## src/common/pcm_consts.svh

```systemverilog
// timing-free constants of the port connection manager
`ifndef PCM_CONSTS_SVH
`define PCM_CONSTS_SVH
`define PCM_NSESS       4
`define PCM_SESS_W      2
`define PCM_CHAR_W      8
`define PCM_PORT_W      16
`define PCM_TCP_PORT    16'h1049
`define PCM_TLS_PORT    16'hfffe
`define PCM_SERIAL_SESS 2'h0
`endif

```

## src/common/pcm_pkg.sv

```systemverilog
// types shared by both ends of the port connection manager
`include "pcm_consts.svh"
package pcm_pkg;
    typedef logic [`PCM_SESS_W-1:0] sess_t;
    typedef logic [`PCM_CHAR_W-1:0] char_t;
    typedef logic [`PCM_PORT_W-1:0] port_t;

    // gray codes along idle, connecting, connected, closing
    typedef enum logic [1:0] {
        ST_IDLE       = 2'h0,
        ST_CONNECTING = 2'h1,
        ST_CONNECTED  = 2'h3,
        ST_CLOSING    = 2'h2
    } sess_state_t;

    typedef enum logic [2:0] {
        REQ_CONNECT, REQ_SEND, REQ_RECEIVE, REQ_DISCONNECT, REQ_RESET
    } req_kind_t;

    typedef enum logic [1:0] {
        RSP_GOOD, RSP_INVALID_STATE, RSP_NOT_SUPPORTED, RSP_NO_PHYS
    } status_t;

    typedef enum logic [2:0] {
        IND_CONNECTED, IND_CONNECT_FAILED, IND_RECEIVED,
        IND_DISCONNECTED, IND_DISCONNECT_RECEIVED
    } ind_kind_t;

    typedef enum logic [2:0] {
        MSG_OPEN, MSG_OPEN_ACK, MSG_OPEN_NAK, MSG_CHAR,
        MSG_CLOSE, MSG_CLOSE_ACK, MSG_DUP_CLOSE
    } msg_kind_t;

    typedef struct packed {
        logic      valid;
        msg_kind_t kind;
        sess_t     sess;
        char_t     data;
        port_t     port;
        logic      flag;
    } link_msg_t;

    // the drive device closes unless both duplicates came from it
    function automatic logic drive_closes(input logic first_drv, input logic second_drv);
        return ~(first_drv & second_drv);
    endfunction

    // initiator of the connection that survives a duplicate
    function automatic logic survivor_drv(input logic first_drv, input logic second_drv);
        return first_drv & second_drv;
    endfunction
endpackage

```

## src/common/port_link_if.sv

```systemverilog
// link between the drive device end and the automation end
interface port_link_if (input logic core_clk);
    import pcm_pkg::*;
    link_msg_t a2d;
    link_msg_t d2a;
    logic      reset_a;

    modport drive_end (input a2d, input reset_a, output d2a);
    modport auto_end  (output a2d, output reset_a, input d2a);
endinterface

```

## src/hdl/drive_port_end.sv

```systemverilog
// connection layer core and its drive device end
//
// Summary of operation
// RL1: no characters move without a connection
// RL2: connections may close and reopen later
// RL3: each connection belongs to one session
// RL4: serial link connection implied by attachment
// RL5: connect and disconnect only on network ports
// RL6: drive device always listens, automation optionally
// RL7: listen on port 4169 or secure port
// RL8: secure port traffic must be TLS protected
// RL9: both ends report connected on establishment
// RL10: duplicate gets no connected, one closed
// RL11: closing duplicate raises no disconnect event
// RL12: mixed initiators: drive closes its own
// RL13: same initiator: earlier one closed
// RL14: connect refused unless session idle
// RL15: automation reset pulse gives reset indication
// RL16: each received needs a new receive
// RL17: requests and confirmations are one-cycle pulses
// RL18: one state per session, event driven
`include "pcm_consts.svh"

module port_conn_core
    import pcm_pkg::*;
#(
    parameter bit IS_DRIVE = 1'b1
) (
    input  wire logic  core_clk,
    input  wire logic  reset,
    input  wire logic  serial_mode,
    input  wire logic  phys_attached,
    input  wire logic  listen_en,
    input  wire logic  req_valid,
    input  req_kind_t  req_kind,
    input  sess_t      req_sess,
    input  char_t      req_data,
    input  wire logic  req_tls,
    output logic       req_ready,
    output logic       cnf_valid,
    output req_kind_t  cnf_kind,
    output sess_t      cnf_sess,
    output status_t    cnf_status,
    output logic       ind_valid,
    output ind_kind_t  ind_kind,
    output sess_t      ind_sess,
    output char_t      ind_data,
    output logic       reset_received,
    input  link_msg_t  in_msg,
    input  wire logic  rst_in,
    output link_msg_t  out_msg,
    output logic       rst_out
);
    sess_state_t state    [`PCM_NSESS];
    logic        by_drive [`PCM_NSESS];
    logic        tls      [`PCM_NSESS];
    logic        armed    [`PCM_NSESS];
    link_msg_t   pend;

    // request decode
    wire         take      = req_valid & req_ready;
    sess_state_t rs;
    assign rs = state[req_sess];
    wire         ser_ok    = serial_mode & phys_attached & (req_sess == `PCM_SERIAL_SESS);
    wire         link_ok   = serial_mode ? ser_ok : (rs == ST_CONNECTED); // RL1 RL4
    wire         is_conn   = req_kind == REQ_CONNECT;
    wire         is_disc   = req_kind == REQ_DISCONNECT;
    wire         is_xfer   = (req_kind == REQ_SEND) | (req_kind == REQ_RECEIVE);
    wire         is_rst    = req_kind == REQ_RESET;
    status_t     req_status;
    assign req_status =
        ((is_conn | is_disc) & serial_mode) ? RSP_NOT_SUPPORTED :        // RL5
        (is_rst & IS_DRIVE)                 ? RSP_NOT_SUPPORTED :
        (is_conn & rs != ST_IDLE)           ? RSP_INVALID_STATE :        // RL14
        (is_conn & ~phys_attached)          ? RSP_NO_PHYS :
        (is_disc & rs != ST_CONNECTED)      ? RSP_INVALID_STATE :
        (is_xfer & ~link_ok)                ? RSP_INVALID_STATE :        // RL1
                                              RSP_GOOD;
    wire         req_good  = take & (req_status == RSP_GOOD);

    // message caused by a request
    link_msg_t   req_msg;
    assign req_msg.valid = req_good & (is_conn | is_disc | req_kind == REQ_SEND);
    assign req_msg.kind  = is_conn ? MSG_OPEN : is_disc ? MSG_CLOSE : MSG_CHAR;
    assign req_msg.sess  = req_sess;
    assign req_msg.data  = req_data;
    assign req_msg.port  = req_tls ? `PCM_TLS_PORT : `PCM_TCP_PORT;       // RL7
    assign req_msg.flag  = is_conn ? req_tls : (~serial_mode & tls[req_sess]); // RL8

    // incoming message decode
    wire         iv        = in_msg.valid;
    sess_t       s;
    assign s = in_msg.sess;
    sess_state_t is_;
    assign is_ = state[s];
    wire         k_open    = iv & (in_msg.kind == MSG_OPEN);
    wire         k_ack     = iv & (in_msg.kind == MSG_OPEN_ACK);
    wire         k_nak     = iv & (in_msg.kind == MSG_OPEN_NAK);
    wire         k_char    = iv & (in_msg.kind == MSG_CHAR);
    wire         k_close   = iv & (in_msg.kind == MSG_CLOSE);
    wire         k_cack    = iv & (in_msg.kind == MSG_CLOSE_ACK);
    wire         tls_port  = in_msg.port == `PCM_TLS_PORT;
    wire         port_ok   = tls_port | (in_msg.port == `PCM_TCP_PORT);    // RL7
    wire         listening = IS_DRIVE | listen_en;                         // RL6
    // a plain segment on the secure port is turned away
    wire         accept    = k_open & ~serial_mode & phys_attached & listening & port_ok
                             & (is_ != ST_CLOSING) & (in_msg.flag == tls_port); // RL8
    wire         connected = is_ == ST_CONNECTED;
    wire         first     = by_drive[s];
    wire         peer_drv  = ~IS_DRIVE;
    wire         dup_open  = accept & connected;                            // RL10
    wire         dup_ack   = k_ack & connected;                             // RL10
    wire         second    = k_open ? peer_drv : IS_DRIVE;
    wire         i_close   = drive_closes(first, second) == IS_DRIVE;      // RL12 RL13
    wire         new_lives = (first == second) | ~second;                  // RL13
    wire         rx_path   = serial_mode ? (s == `PCM_SERIAL_SESS) & phys_attached
                                         : connected & (in_msg.flag == tls[s]);
    wire         rx_ok     = k_char & armed[s] & rx_path;                  // RL1 RL16

    // reply to the peer takes the link before queued requests
    link_msg_t   rep_msg;
    assign rep_msg.valid = k_open | (k_close & connected) | (dup_ack & i_close);
    assign rep_msg.kind  = k_open ? (accept ? MSG_OPEN_ACK : MSG_OPEN_NAK) :
                           k_close ? MSG_CLOSE_ACK : MSG_DUP_CLOSE;        // RL10
    assign rep_msg.sess  = s;
    assign rep_msg.data  = '0;
    assign rep_msg.port  = in_msg.port;
    assign rep_msg.flag  = dup_open & i_close;

    // indications; duplicates stay silent
    wire       fire_conn = (accept & ~connected) | (k_ack & is_ == ST_CONNECTING); // RL9 RL10
    wire       fire_fail = k_nak & (is_ == ST_CONNECTING);
    wire       fire_dr   = k_close & connected;
    wire       fire_dc   = (k_close | k_cack) & (is_ == ST_CLOSING);       // RL11
    ind_kind_t next_ind;
    assign next_ind = fire_conn ? IND_CONNECTED :
                      fire_fail ? IND_CONNECT_FAILED :
                      fire_dr   ? IND_DISCONNECT_RECEIVED :
                      fire_dc   ? IND_DISCONNECTED : IND_RECEIVED;

    // session update caused by the peer
    wire         in_upd = accept | (k_ack & (is_ == ST_CONNECTING | connected))
                          | fire_fail | fire_dr | fire_dc;
    sess_state_t next_in_state;
    assign next_in_state = (accept | k_ack) ? ST_CONNECTED : ST_IDLE;      // RL2
    wire         next_in_drv = (dup_open | dup_ack) ? survivor_drv(first, second)
                                                    : second;              // RL12 RL13
    // a fresh connection always takes its own security; an accepted duplicate only if it survives, an acked duplicate never
    wire         next_in_tls = (accept & (~connected | new_lives)) ? in_msg.flag : tls[s]; // RL8

    // confirmations, one cycle after the request is taken
    always_ff @(posedge core_clk) begin
        cnf_valid  <= ~reset & take;                                       // RL17
        cnf_kind   <= req_kind;
        cnf_sess   <= req_sess;
        cnf_status <= req_status;
    end

    // indications, one cycle after the peer's message; the reset line out one cycle after the request
    always_ff @(posedge core_clk) begin
        ind_valid      <= ~reset & (fire_conn | fire_fail | fire_dr | fire_dc | rx_ok);
        ind_kind       <= next_ind;
        ind_sess       <= s;
        ind_data       <= in_msg.data;
        reset_received <= ~reset & IS_DRIVE & rst_in;                      // RL15
        rst_out        <= ~reset & ~IS_DRIVE & req_good & is_rst;
    end

    // outgoing link and one-deep hold for a request that lost the link
    always_ff @(posedge core_clk) begin
        if (reset) begin
            out_msg   <= '0;
            pend      <= '0;
            req_ready <= 1'b0;
        end else if (rep_msg.valid) begin
            out_msg   <= rep_msg;
            pend      <= req_msg.valid ? req_msg : pend;
            req_ready <= ~(req_msg.valid | pend.valid);
        end else begin
            out_msg   <= pend.valid ? pend : req_msg;
            pend      <= '0;
            req_ready <= 1'b1;
        end
    end

    // per-session state; peer events land after request effects, except armed, where a receive request lands last
    always_ff @(posedge core_clk) begin
        if (reset) begin
            for (int i = 0; i < `PCM_NSESS; i++) begin
                state[i]    <= ST_IDLE;
                by_drive[i] <= 1'b0;
                tls[i]      <= 1'b0;
                armed[i]    <= 1'b0;
            end
        end else begin
            if (req_good & is_conn) begin
                state[req_sess] <= ST_CONNECTING;                          // RL18
                tls[req_sess]   <= req_tls;
            end
            if (req_good & is_disc)
                state[req_sess] <= ST_CLOSING;                             // RL18
            if (in_upd) begin
                state[s]    <= next_in_state;                              // RL3 RL18
                by_drive[s] <= next_in_drv;
                tls[s]      <= next_in_tls;
            end
            if (rx_ok | fire_dr | fire_dc)
                armed[s] <= 1'b0;                                          // RL16
            if (req_good & req_kind == REQ_RECEIVE)
                armed[req_sess] <= 1'b1;
        end
    end
endmodule

// drive device end: always listens, never asks for a reset
module drive_port_end
    import pcm_pkg::*;
(
    input  wire logic       core_clk,
    input  wire logic       reset,
    input  wire logic       serial_mode,
    input  wire logic       phys_attached,
    input  wire logic       req_valid,
    input  req_kind_t       req_kind,
    input  sess_t           req_sess,
    input  char_t           req_data,
    input  wire logic       req_tls,
    output logic            req_ready,
    output logic            cnf_valid,
    output req_kind_t       cnf_kind,
    output sess_t           cnf_sess,
    output status_t         cnf_status,
    output logic            ind_valid,
    output ind_kind_t       ind_kind,
    output sess_t           ind_sess,
    output char_t           ind_data,
    output logic            reset_received,
    port_link_if.drive_end  link
);
    // reset line is an input here; the core's reset output stays unused
    port_conn_core #(.IS_DRIVE(1'b1)) core (
        .core_clk       (core_clk),
        .reset          (reset),
        .serial_mode    (serial_mode),
        .phys_attached  (phys_attached),
        .listen_en      (1'b1),
        .req_valid      (req_valid),
        .req_kind       (req_kind),
        .req_sess       (req_sess),
        .req_data       (req_data),
        .req_tls        (req_tls),
        .req_ready      (req_ready),
        .cnf_valid      (cnf_valid),
        .cnf_kind       (cnf_kind),
        .cnf_sess       (cnf_sess),
        .cnf_status     (cnf_status),
        .ind_valid      (ind_valid),
        .ind_kind       (ind_kind),
        .ind_sess       (ind_sess),
        .ind_data       (ind_data),
        .reset_received (reset_received),
        .in_msg         (link.a2d),
        .rst_in         (link.reset_a),
        .out_msg        (link.d2a),
        .rst_out        ()
    );
endmodule

```

## src/flat_wrapper.sv

```systemverilog
// flat-port wrapper written by rule: the top's interface ports become plain ports
module drive_port_end_flat import pcm_pkg::*;
  (core_clk, reset, serial_mode, phys_attached, req_valid, req_kind, req_sess, req_data, req_tls, req_ready, cnf_valid, cnf_kind, cnf_sess, cnf_status, ind_valid, ind_kind, ind_sess, ind_data, reset_received, link_a2d, link_reset_a, link_d2a);
  port_link_if link_i (.core_clk(core_clk));
  input  wire logic core_clk;
  input  wire logic reset;
  input  wire logic serial_mode;
  input  wire logic phys_attached;
  input  wire logic req_valid;
  input  req_kind_t req_kind;
  input  sess_t req_sess;
  input  char_t req_data;
  input  wire logic req_tls;
  output logic req_ready;
  output logic cnf_valid;
  output req_kind_t cnf_kind;
  output sess_t cnf_sess;
  output status_t cnf_status;
  output logic ind_valid;
  output ind_kind_t ind_kind;
  output sess_t ind_sess;
  output char_t ind_data;
  output logic reset_received;
  input wire logic [$bits(link_i.a2d)-1:0] link_a2d;
  input wire logic [$bits(link_i.reset_a)-1:0] link_reset_a;
  output wire logic [$bits(link_i.d2a)-1:0] link_d2a;
  assign link_i.a2d = link_a2d;
  assign link_i.reset_a = link_reset_a;
  assign link_d2a = link_i.d2a;
  drive_port_end u_core (.core_clk(core_clk), .reset(reset), .serial_mode(serial_mode), .phys_attached(phys_attached), .req_valid(req_valid), .req_kind(req_kind), .req_sess(req_sess), .req_data(req_data), .req_tls(req_tls), .req_ready(req_ready), .cnf_valid(cnf_valid), .cnf_kind(cnf_kind), .cnf_sess(cnf_sess), .cnf_status(cnf_status), .ind_valid(ind_valid), .ind_kind(ind_kind), .ind_sess(ind_sess), .ind_data(ind_data), .reset_received(reset_received), .link(link_i));
endmodule
```

## config.mk

```make
export PLATFORM = sky130hd
export DESIGN_NAME = drive_port_end_flat
export DESIGN_NICKNAME = d
export VERILOG_FILES = /design/src/common/pcm_pkg.sv /design/src/common/port_link_if.sv /design/src/hdl/drive_port_end.sv /design/src/flat_wrapper.sv
export VERILOG_INCLUDE_DIRS = /design/src /design/src/common
export SDC_FILE = /design/constraint.sdc
export NUM_CORES = 1
export LEC_CHECK = 0
export ABC_CLOCK_PERIOD_IN_PS = 2100
export BUFFER_PORTS_ARGS = -buffer_cell sky130_fd_sc_hd__clkbuf_2
export CELL_PAD_IN_SITES_DETAIL_PLACEMENT = 0
export CELL_PAD_IN_SITES_GLOBAL_PLACEMENT = 2
export CORE_MARGIN = 8
export CORE_UTILIZATION = 30
export CTS_BUF_LIST = sky130_fd_sc_hd__clkbuf_4
export CTS_CLUSTER_SIZE = 10
export DETAILED_ROUTE_END_ITERATION = 6
export PLACE_DENSITY = 0.89
export SLEW_MARGIN = 20
export SYNTH_ARGS = -nofsm -noshare
export SYNTH_HDL_FRONTEND = slang
export SYNTH_HIERARCHICAL = 1
export SYNTH_SLANG_ARGS = --single-unit
```

## constraint.sdc

```tcl
create_clock -name core_clk -period 2.1 [get_ports core_clk]
set_input_delay 0.21 -clock core_clk [delete_from_list [all_inputs] [get_ports core_clk]]
set_output_delay 0.21 -clock core_clk [all_outputs]
set_load 0.02 [all_outputs]
```

==> metrics, run 1 <==
clk_skew=between 0.015 and 0.02 ns; hpwl dp=between 10000 and 15000 um; num rows=43; largest net degree at the start of global routing=19; layout cell share with drive strength beyond 1=a little under half; Top Family by Delay on Critical Path=compound AO/OA/AOI/OAI gates; Crit. End Element=flip-flop; Post-DRT Antenna Nets=0; PD cells=583 nW/um2; Placeable Area=~14000 um2; DR iter-0 viols=between 200 and 300; clk_lat worst skew=about 0.48 ns; Mapped Avg Cell Area=~9.4 um2; Max clock buf depth=2; Critical Path AT=about 2.6 ns; drt pass-1 iters=4; syn_nets=502; CP required=~2.3 ns; Synth warnings=6; drt total wl=15100 um; wire per inst=17.6 um; Buf/Inv on CP=1; Final min period=roughly 2.4 ns; vias in the first global route=between 4k and 5k; clk root buf=clkbuf_4; Mapped Area=4260 um2; Final WS setup=-0.320 ns; Peak VDD IR=about 260 uV; global route overflow=0; CTS Buf Count=9; DIE AREA=about 18000 um2; Crit Path Max Fanout=7; CP startpoint=u_core/core/state[3][0]; die width=roughly 140 um; Die Ht=between 100 and 150 um; DR vias=4358; Slew HR=a little over half; fin crit share=115%; Leak=0.00275 uW; pre-CTS setup slack=-0.385 ns; I/O pin count=roughly 110; reg-to-reg startpoint=u_core/core/state[3][0]; critical-path cell list=mux4_2 > and2_4 > o22a_4 > nor3b_4 > buf_6 > o21a_1 > a311o_1; H-tree Lvls=3; Total Neg Setup Slack=-7.79 ns; Setup Viol. Count Final=50; post-route DRC violation count=0; Worst-Margin Slew=about 0.70 ns; Layout area overhead=54.8%; fin nets=a little over 700; GRT Overall Usage=between 10% and 20%; Initial Util=a little under a third; worst hold start=link_a2d[9]; antenna violations before repair=1; status=complete, but fails checks; gpl congestion=around 0.89; synthesized instance count=451; HP Class=in -> reg; Hold Worst Slack=0.0405 ns; Max Cap Viol=0; TritonCTS clock tree=built; Slowest-stage cell, CP=mux4_2; Critical Path Source Type=flip-flop; Slew Limit Fails=0; failing checks=setup timing; CTS Sinks=just over 90; RSZ-0062 raised after global routing=true; Peak Freq=about 410 MHz; Final Power=around 3800 uW; vias per cell=5.09; first-pass GRT wire length=roughly 23000 um; buffers added on ports=105; clock slew at reported path FFs=0.16 ns; worst setup path class=reg -> reg; Hold Violations, Final=0; slowest stage delay, CP=about 0.58 ns
## final timing paths
path                                                 to  slack (ns)  depth (start not counted)
worst min-delay path             u_core/core/out_msg[9]        0.04                          3
worst max register to register  u_core/core/state[2][1]       -0.32                          7
worst max-delay path            u_core/core/state[2][1]       -0.32                          7
worst min register to register     u_core/core/pend[20]        0.48                          2
## routing by layer
metal	part of all wire, %	up-vias	GRT usage (%)
li1	-	2093	-
met1	42	2083	19.9
met2	49	157	26.5
met3	6.9	25	3.19
met4	2.4	0	7.22
met5	0	-	0
## state kept, by name, summed over array words and instances (netlist names), 3 cells and up
name and cells:
u_core/core/out_msg 31, u_core/core/tls 4, u_core/core/state 8, u_core/core/armed 4, u_core/core/ind_kind 3, u_core/core/ind_data 8
u_core/core/pend 16, u_core/core/by_drive 4, u_core/core/cnf_kind 3
## layout by cell type, fill, tap and decap left out, types with 15 or more instances in the layout
cell type,count
clkbuf_2,105
buf_4,78
dfxtp_1,75
nor2_1,42
dlygate4sd3_1,34
nand2_1,33
mux2i_1,19
edfxtp_1,16
a21o_1,15
## worst reg2reg max path, delay by kind of cell, from the launching register on
kind	cells	cell delay [ns]
compound gates	3	0.58
buf+inv	1	0.15
simple gates	2	0.38
mux	1	0.58
flops	1	0.45
## per-stage QoR
stage	util (%)	cell area (um2)	cells
after floorplan	-	4300	451
after detailed placement	40.0	5560	792
final	47.5	6590	856
after global routing	47.5	6590	856
after global placement	40.0	5560	792
after CTS	45.8	6360	849
## power breakdown
group / internal, uW / switching (uW) / leakage, uW / total (uW)
Combinational: 388 / 484 / 0.00187 / 873
Clock: 395 / 685 / 0.0000854 / 1080
Sequential: 1860 / 29.2 / 0.000786 / 1890
## cell type report
cell class | instances | area [um2]
diodes | 1 | 2.50
clock buffers | 9 | 67.6
clock inverters | 7 | 87.6
fillers | 1361 | 7290
inverters | 4 | 15.0
multi-input cells | 329 | 2530
flip-flops and latches | 91 | 1980
well taps | 180 | 225
repair buffers | 235 | 1680
## what timing repair did
| action | 4_1_cts | 5_1_grt |
|---|---|---|
| pin swaps | 42 | 32 |
| buffers inserted | 7 | 7 |
| cloned | 0 | 1 |
| gates resized for setup | 70 | 42 |
| setup endpoints to repair | 72 | 76 |
| endpoints found under the hold margin | 42 | 0 |
| hold buffers | 34 | 0 |
(Power assumes the default switching activity.)
==> inputs of run 2 (changes only) <==
ABC_CLOCK_PERIOD_IN_PS = 2550   (was 2100)
CORE_UTILIZATION = 33   (was 30)
PLACE_DENSITY = 0.93   (was 0.89)
clock period = 2.55 ns   (was 2.1 ns; I/O delays follow)
==> run 2 against run 1 <==
  * The run now ends clean
  * Clock power fell by 24%
  * Via count is 6.3% lower
  * Combinational power shrank 35%
  * Register-to-register slack better by 0.46 ns
  * Sequential cell count is the same
  * Core utilization decreased by 2.2 points
  * Critical endpoint is now u_core/core/state[2][0]
  * Largest cell class unchanged
  * Largest power group unchanged
  * Highest routed layer unchanged
==> metrics, run 2 (synthesized netlist as in run 1, its figures left out) <==
Critical Path AT=about 2.7 ns; Final min period=roughly 2.5 ns; largest net degree at the start of global routing=19; CTS Buf Count=9; most common cell after layout, fill and taps aside=clkbuf_2; Post-DRT Antenna Nets=0; fin nets=669; commonest non-fill, non-tap cells in the layout=105 x clkbuf_2, 75 x dfxtp_1, 46 x nor2_1; Fillers=~1.3k; Max clock buf depth=2; Placeable Area=between 10000 and 15000 um2; die width=about 130 um; post-route DRC violation count=0; Hold Violations, Final=0; GRT Overall Usage=16.7%; Crit. End Element=flip-flop; hpwl dp=around 10000 um; Critical Path Source Type=input pin; Slowest-stage cell, CP=or4b_2; area of the multi-input gates=~2200 um2; Slew Limit Fails=0; cells on worst reg2reg path=6; Crit Path Max Fanout=7; Peak VDD IR=around 180 uV; Die Ht=130 um; Layout area overhead=34.1%; placed insts=743; buffers added on ports=roughly 110; Critical R2R Capture=u_core/core/state[1][0]; Initial Util=between 30 and 40%; CP required=roughly 2.8 ns; Non-Filler Instances=~800; slowest stage delay, CP=0.70 ns; CP startpoint=link_a2d[10]; I/O pin count=roughly 110; clk root buf=clkbuf_4; Setup Viol. Count Final=0; Hold Worst Slack=roughly 0.038 ns; vias per cell=5.13; wire per inst=around 17 um; reg-to-reg startpoint=u_core/core/state[0][1]; Final Instance Area=about 5700 um2; clk_lat worst skew=a little under 0.5 ns; DIE AREA=around 17000 um2; global route overflow=0; CTS Sinks=91; Leak=roughly 0.0024 uW; layout cell share with drive strength beyond 1=between 30 and 40%; clock slew at reported path FFs=roughly 0.16 ns; status=finished clean; fin crit share=just under 100%; PD cells=a little over 500 nW/um2; gpl congestion=around 0.9; Reg2Reg Setup Slack=between 0.1 and 0.15 ns; vias in the first global route=between 4k and 5k; DR iter-0 viols=296; Worst-Margin Slew=between 0.6 and 0.7 ns; FF/Latch Area=1980 um2; Slew HR=between 50 and 60%; num rows=41; drt total wl=13700 um; critical-path cell list=dlygate4sd3_1 > clkbuf_2 > or4b_2 > nor3_2 > nand2_1 > a211oi_4 > buf_4 > o21ai_2 > mux2i_1; first-pass GRT wire length=about 22000 um; max FFs per register=31; worst setup path class=in -> reg; Post-CTS Setup Inserts=0; HP Class=in -> reg; most flop-heavy register=u_core/core/out_msg; drt pass-1 iters=4; H-tree Lvls=3; Peak Freq=between 400 and 500 MHz; DR vias=slightly above 4k; Setup crit end=u_core/core/state[2][0]; Max Cap Viol=0; final core occ=a little under half; antenna violations before repair=1; TritonCTS clock tree=built; top flop regs=u_core/core/out_msg x31, u_core/core/pend x16; Placement Cell Area=5190 um2; clk_skew=about 0.015 ns
[run 2: changes by cell type in the layout (fill, tap and decap cells not counted), moves of 6 or more]
cell	before	now
a21oi_1	14	30
a21oi_2	14	1
buf_4	78	43
buf_6	14	0
nand3_1	13	28
nand3_2	14	0
o21ai_0	4	19
o21ai_1	6	0
[run 2: worst min path at each step]
stage | startpoint | endpoint | slack, ns | cells after the start
finish | link_a2d[30] | u_core/core/ind_kind[0] | 0.04 | 2
detailed placement | link_a2d[23] | u_core/core/ind_data[6] | 0.36 | 1
global route | link_a2d[30] | u_core/core/ind_kind[0] | 0.02 | 2
CTS | link_a2d[30] | u_core/core/ind_kind[0] | 0.01 | 2
global placement | link_a2d[18] | u_core/core/ind_data[1] | 0.36 | 1
floorplan | req_kind[0] | u_core/core/cnf_kind[0] | 0.28 | 0
[run 2: final cells by class]
class                   instances  share of cell area, %
multi-input cells             328                   37.7
flip-flops and latches         91                   34.7
repair buffers                184                   21.2
well taps                     172                   3.77
clock buffers                   9                   1.18
clock inverters                 7                   1.18
inverters                       4                  0.263
diodes                          1                 0.0438
[run 2: stage by stage]
stage	setup slack (ns)	power [uW]	setup TNS, ns
after floorplan	0.204	1880	0
after global placement	0.0891	2100	0
after detailed placement	0.0829	2110	0
after CTS	0.0710	2970	0
after global routing	-0.00394	3070	-0.00394
final	0.0721	2940	0
[run 2: power breakdown]
group          internal (uW)  switching, uW  total [uW]  leakage (uW)
registers               1530           24.4        1550      0.000786
logic                    233            333         566       0.00154
clock network            229            588         818     0.0000729
total                   1990            945        2940       0.00240
[run 2: worst max-delay path: cells and delay by family]
family / cells / cell delay [ns]
buf+inv: 3 / 0.87
mux: 1 / 0.14
compound gates: 2 / 0.41
simple gates: 3 / 1.05
[run 2: timing repair]
item | 4_1_cts | 5_1_grt
endpoints found under the hold margin | 41 | 0
hold buffers | 36 | 0
resized for setup | 0 | 4
setup endpoints to repair | 0 | 18
[run 2: layer usage]
metal  GRT usage [%]  vias up  wire [um]
met3            4.27       18       1210
met2            26.0      133       6260
met1            21.1     1943       5930
li1                -     1989          -
met5               0        -          0
met4            7.72        0        304
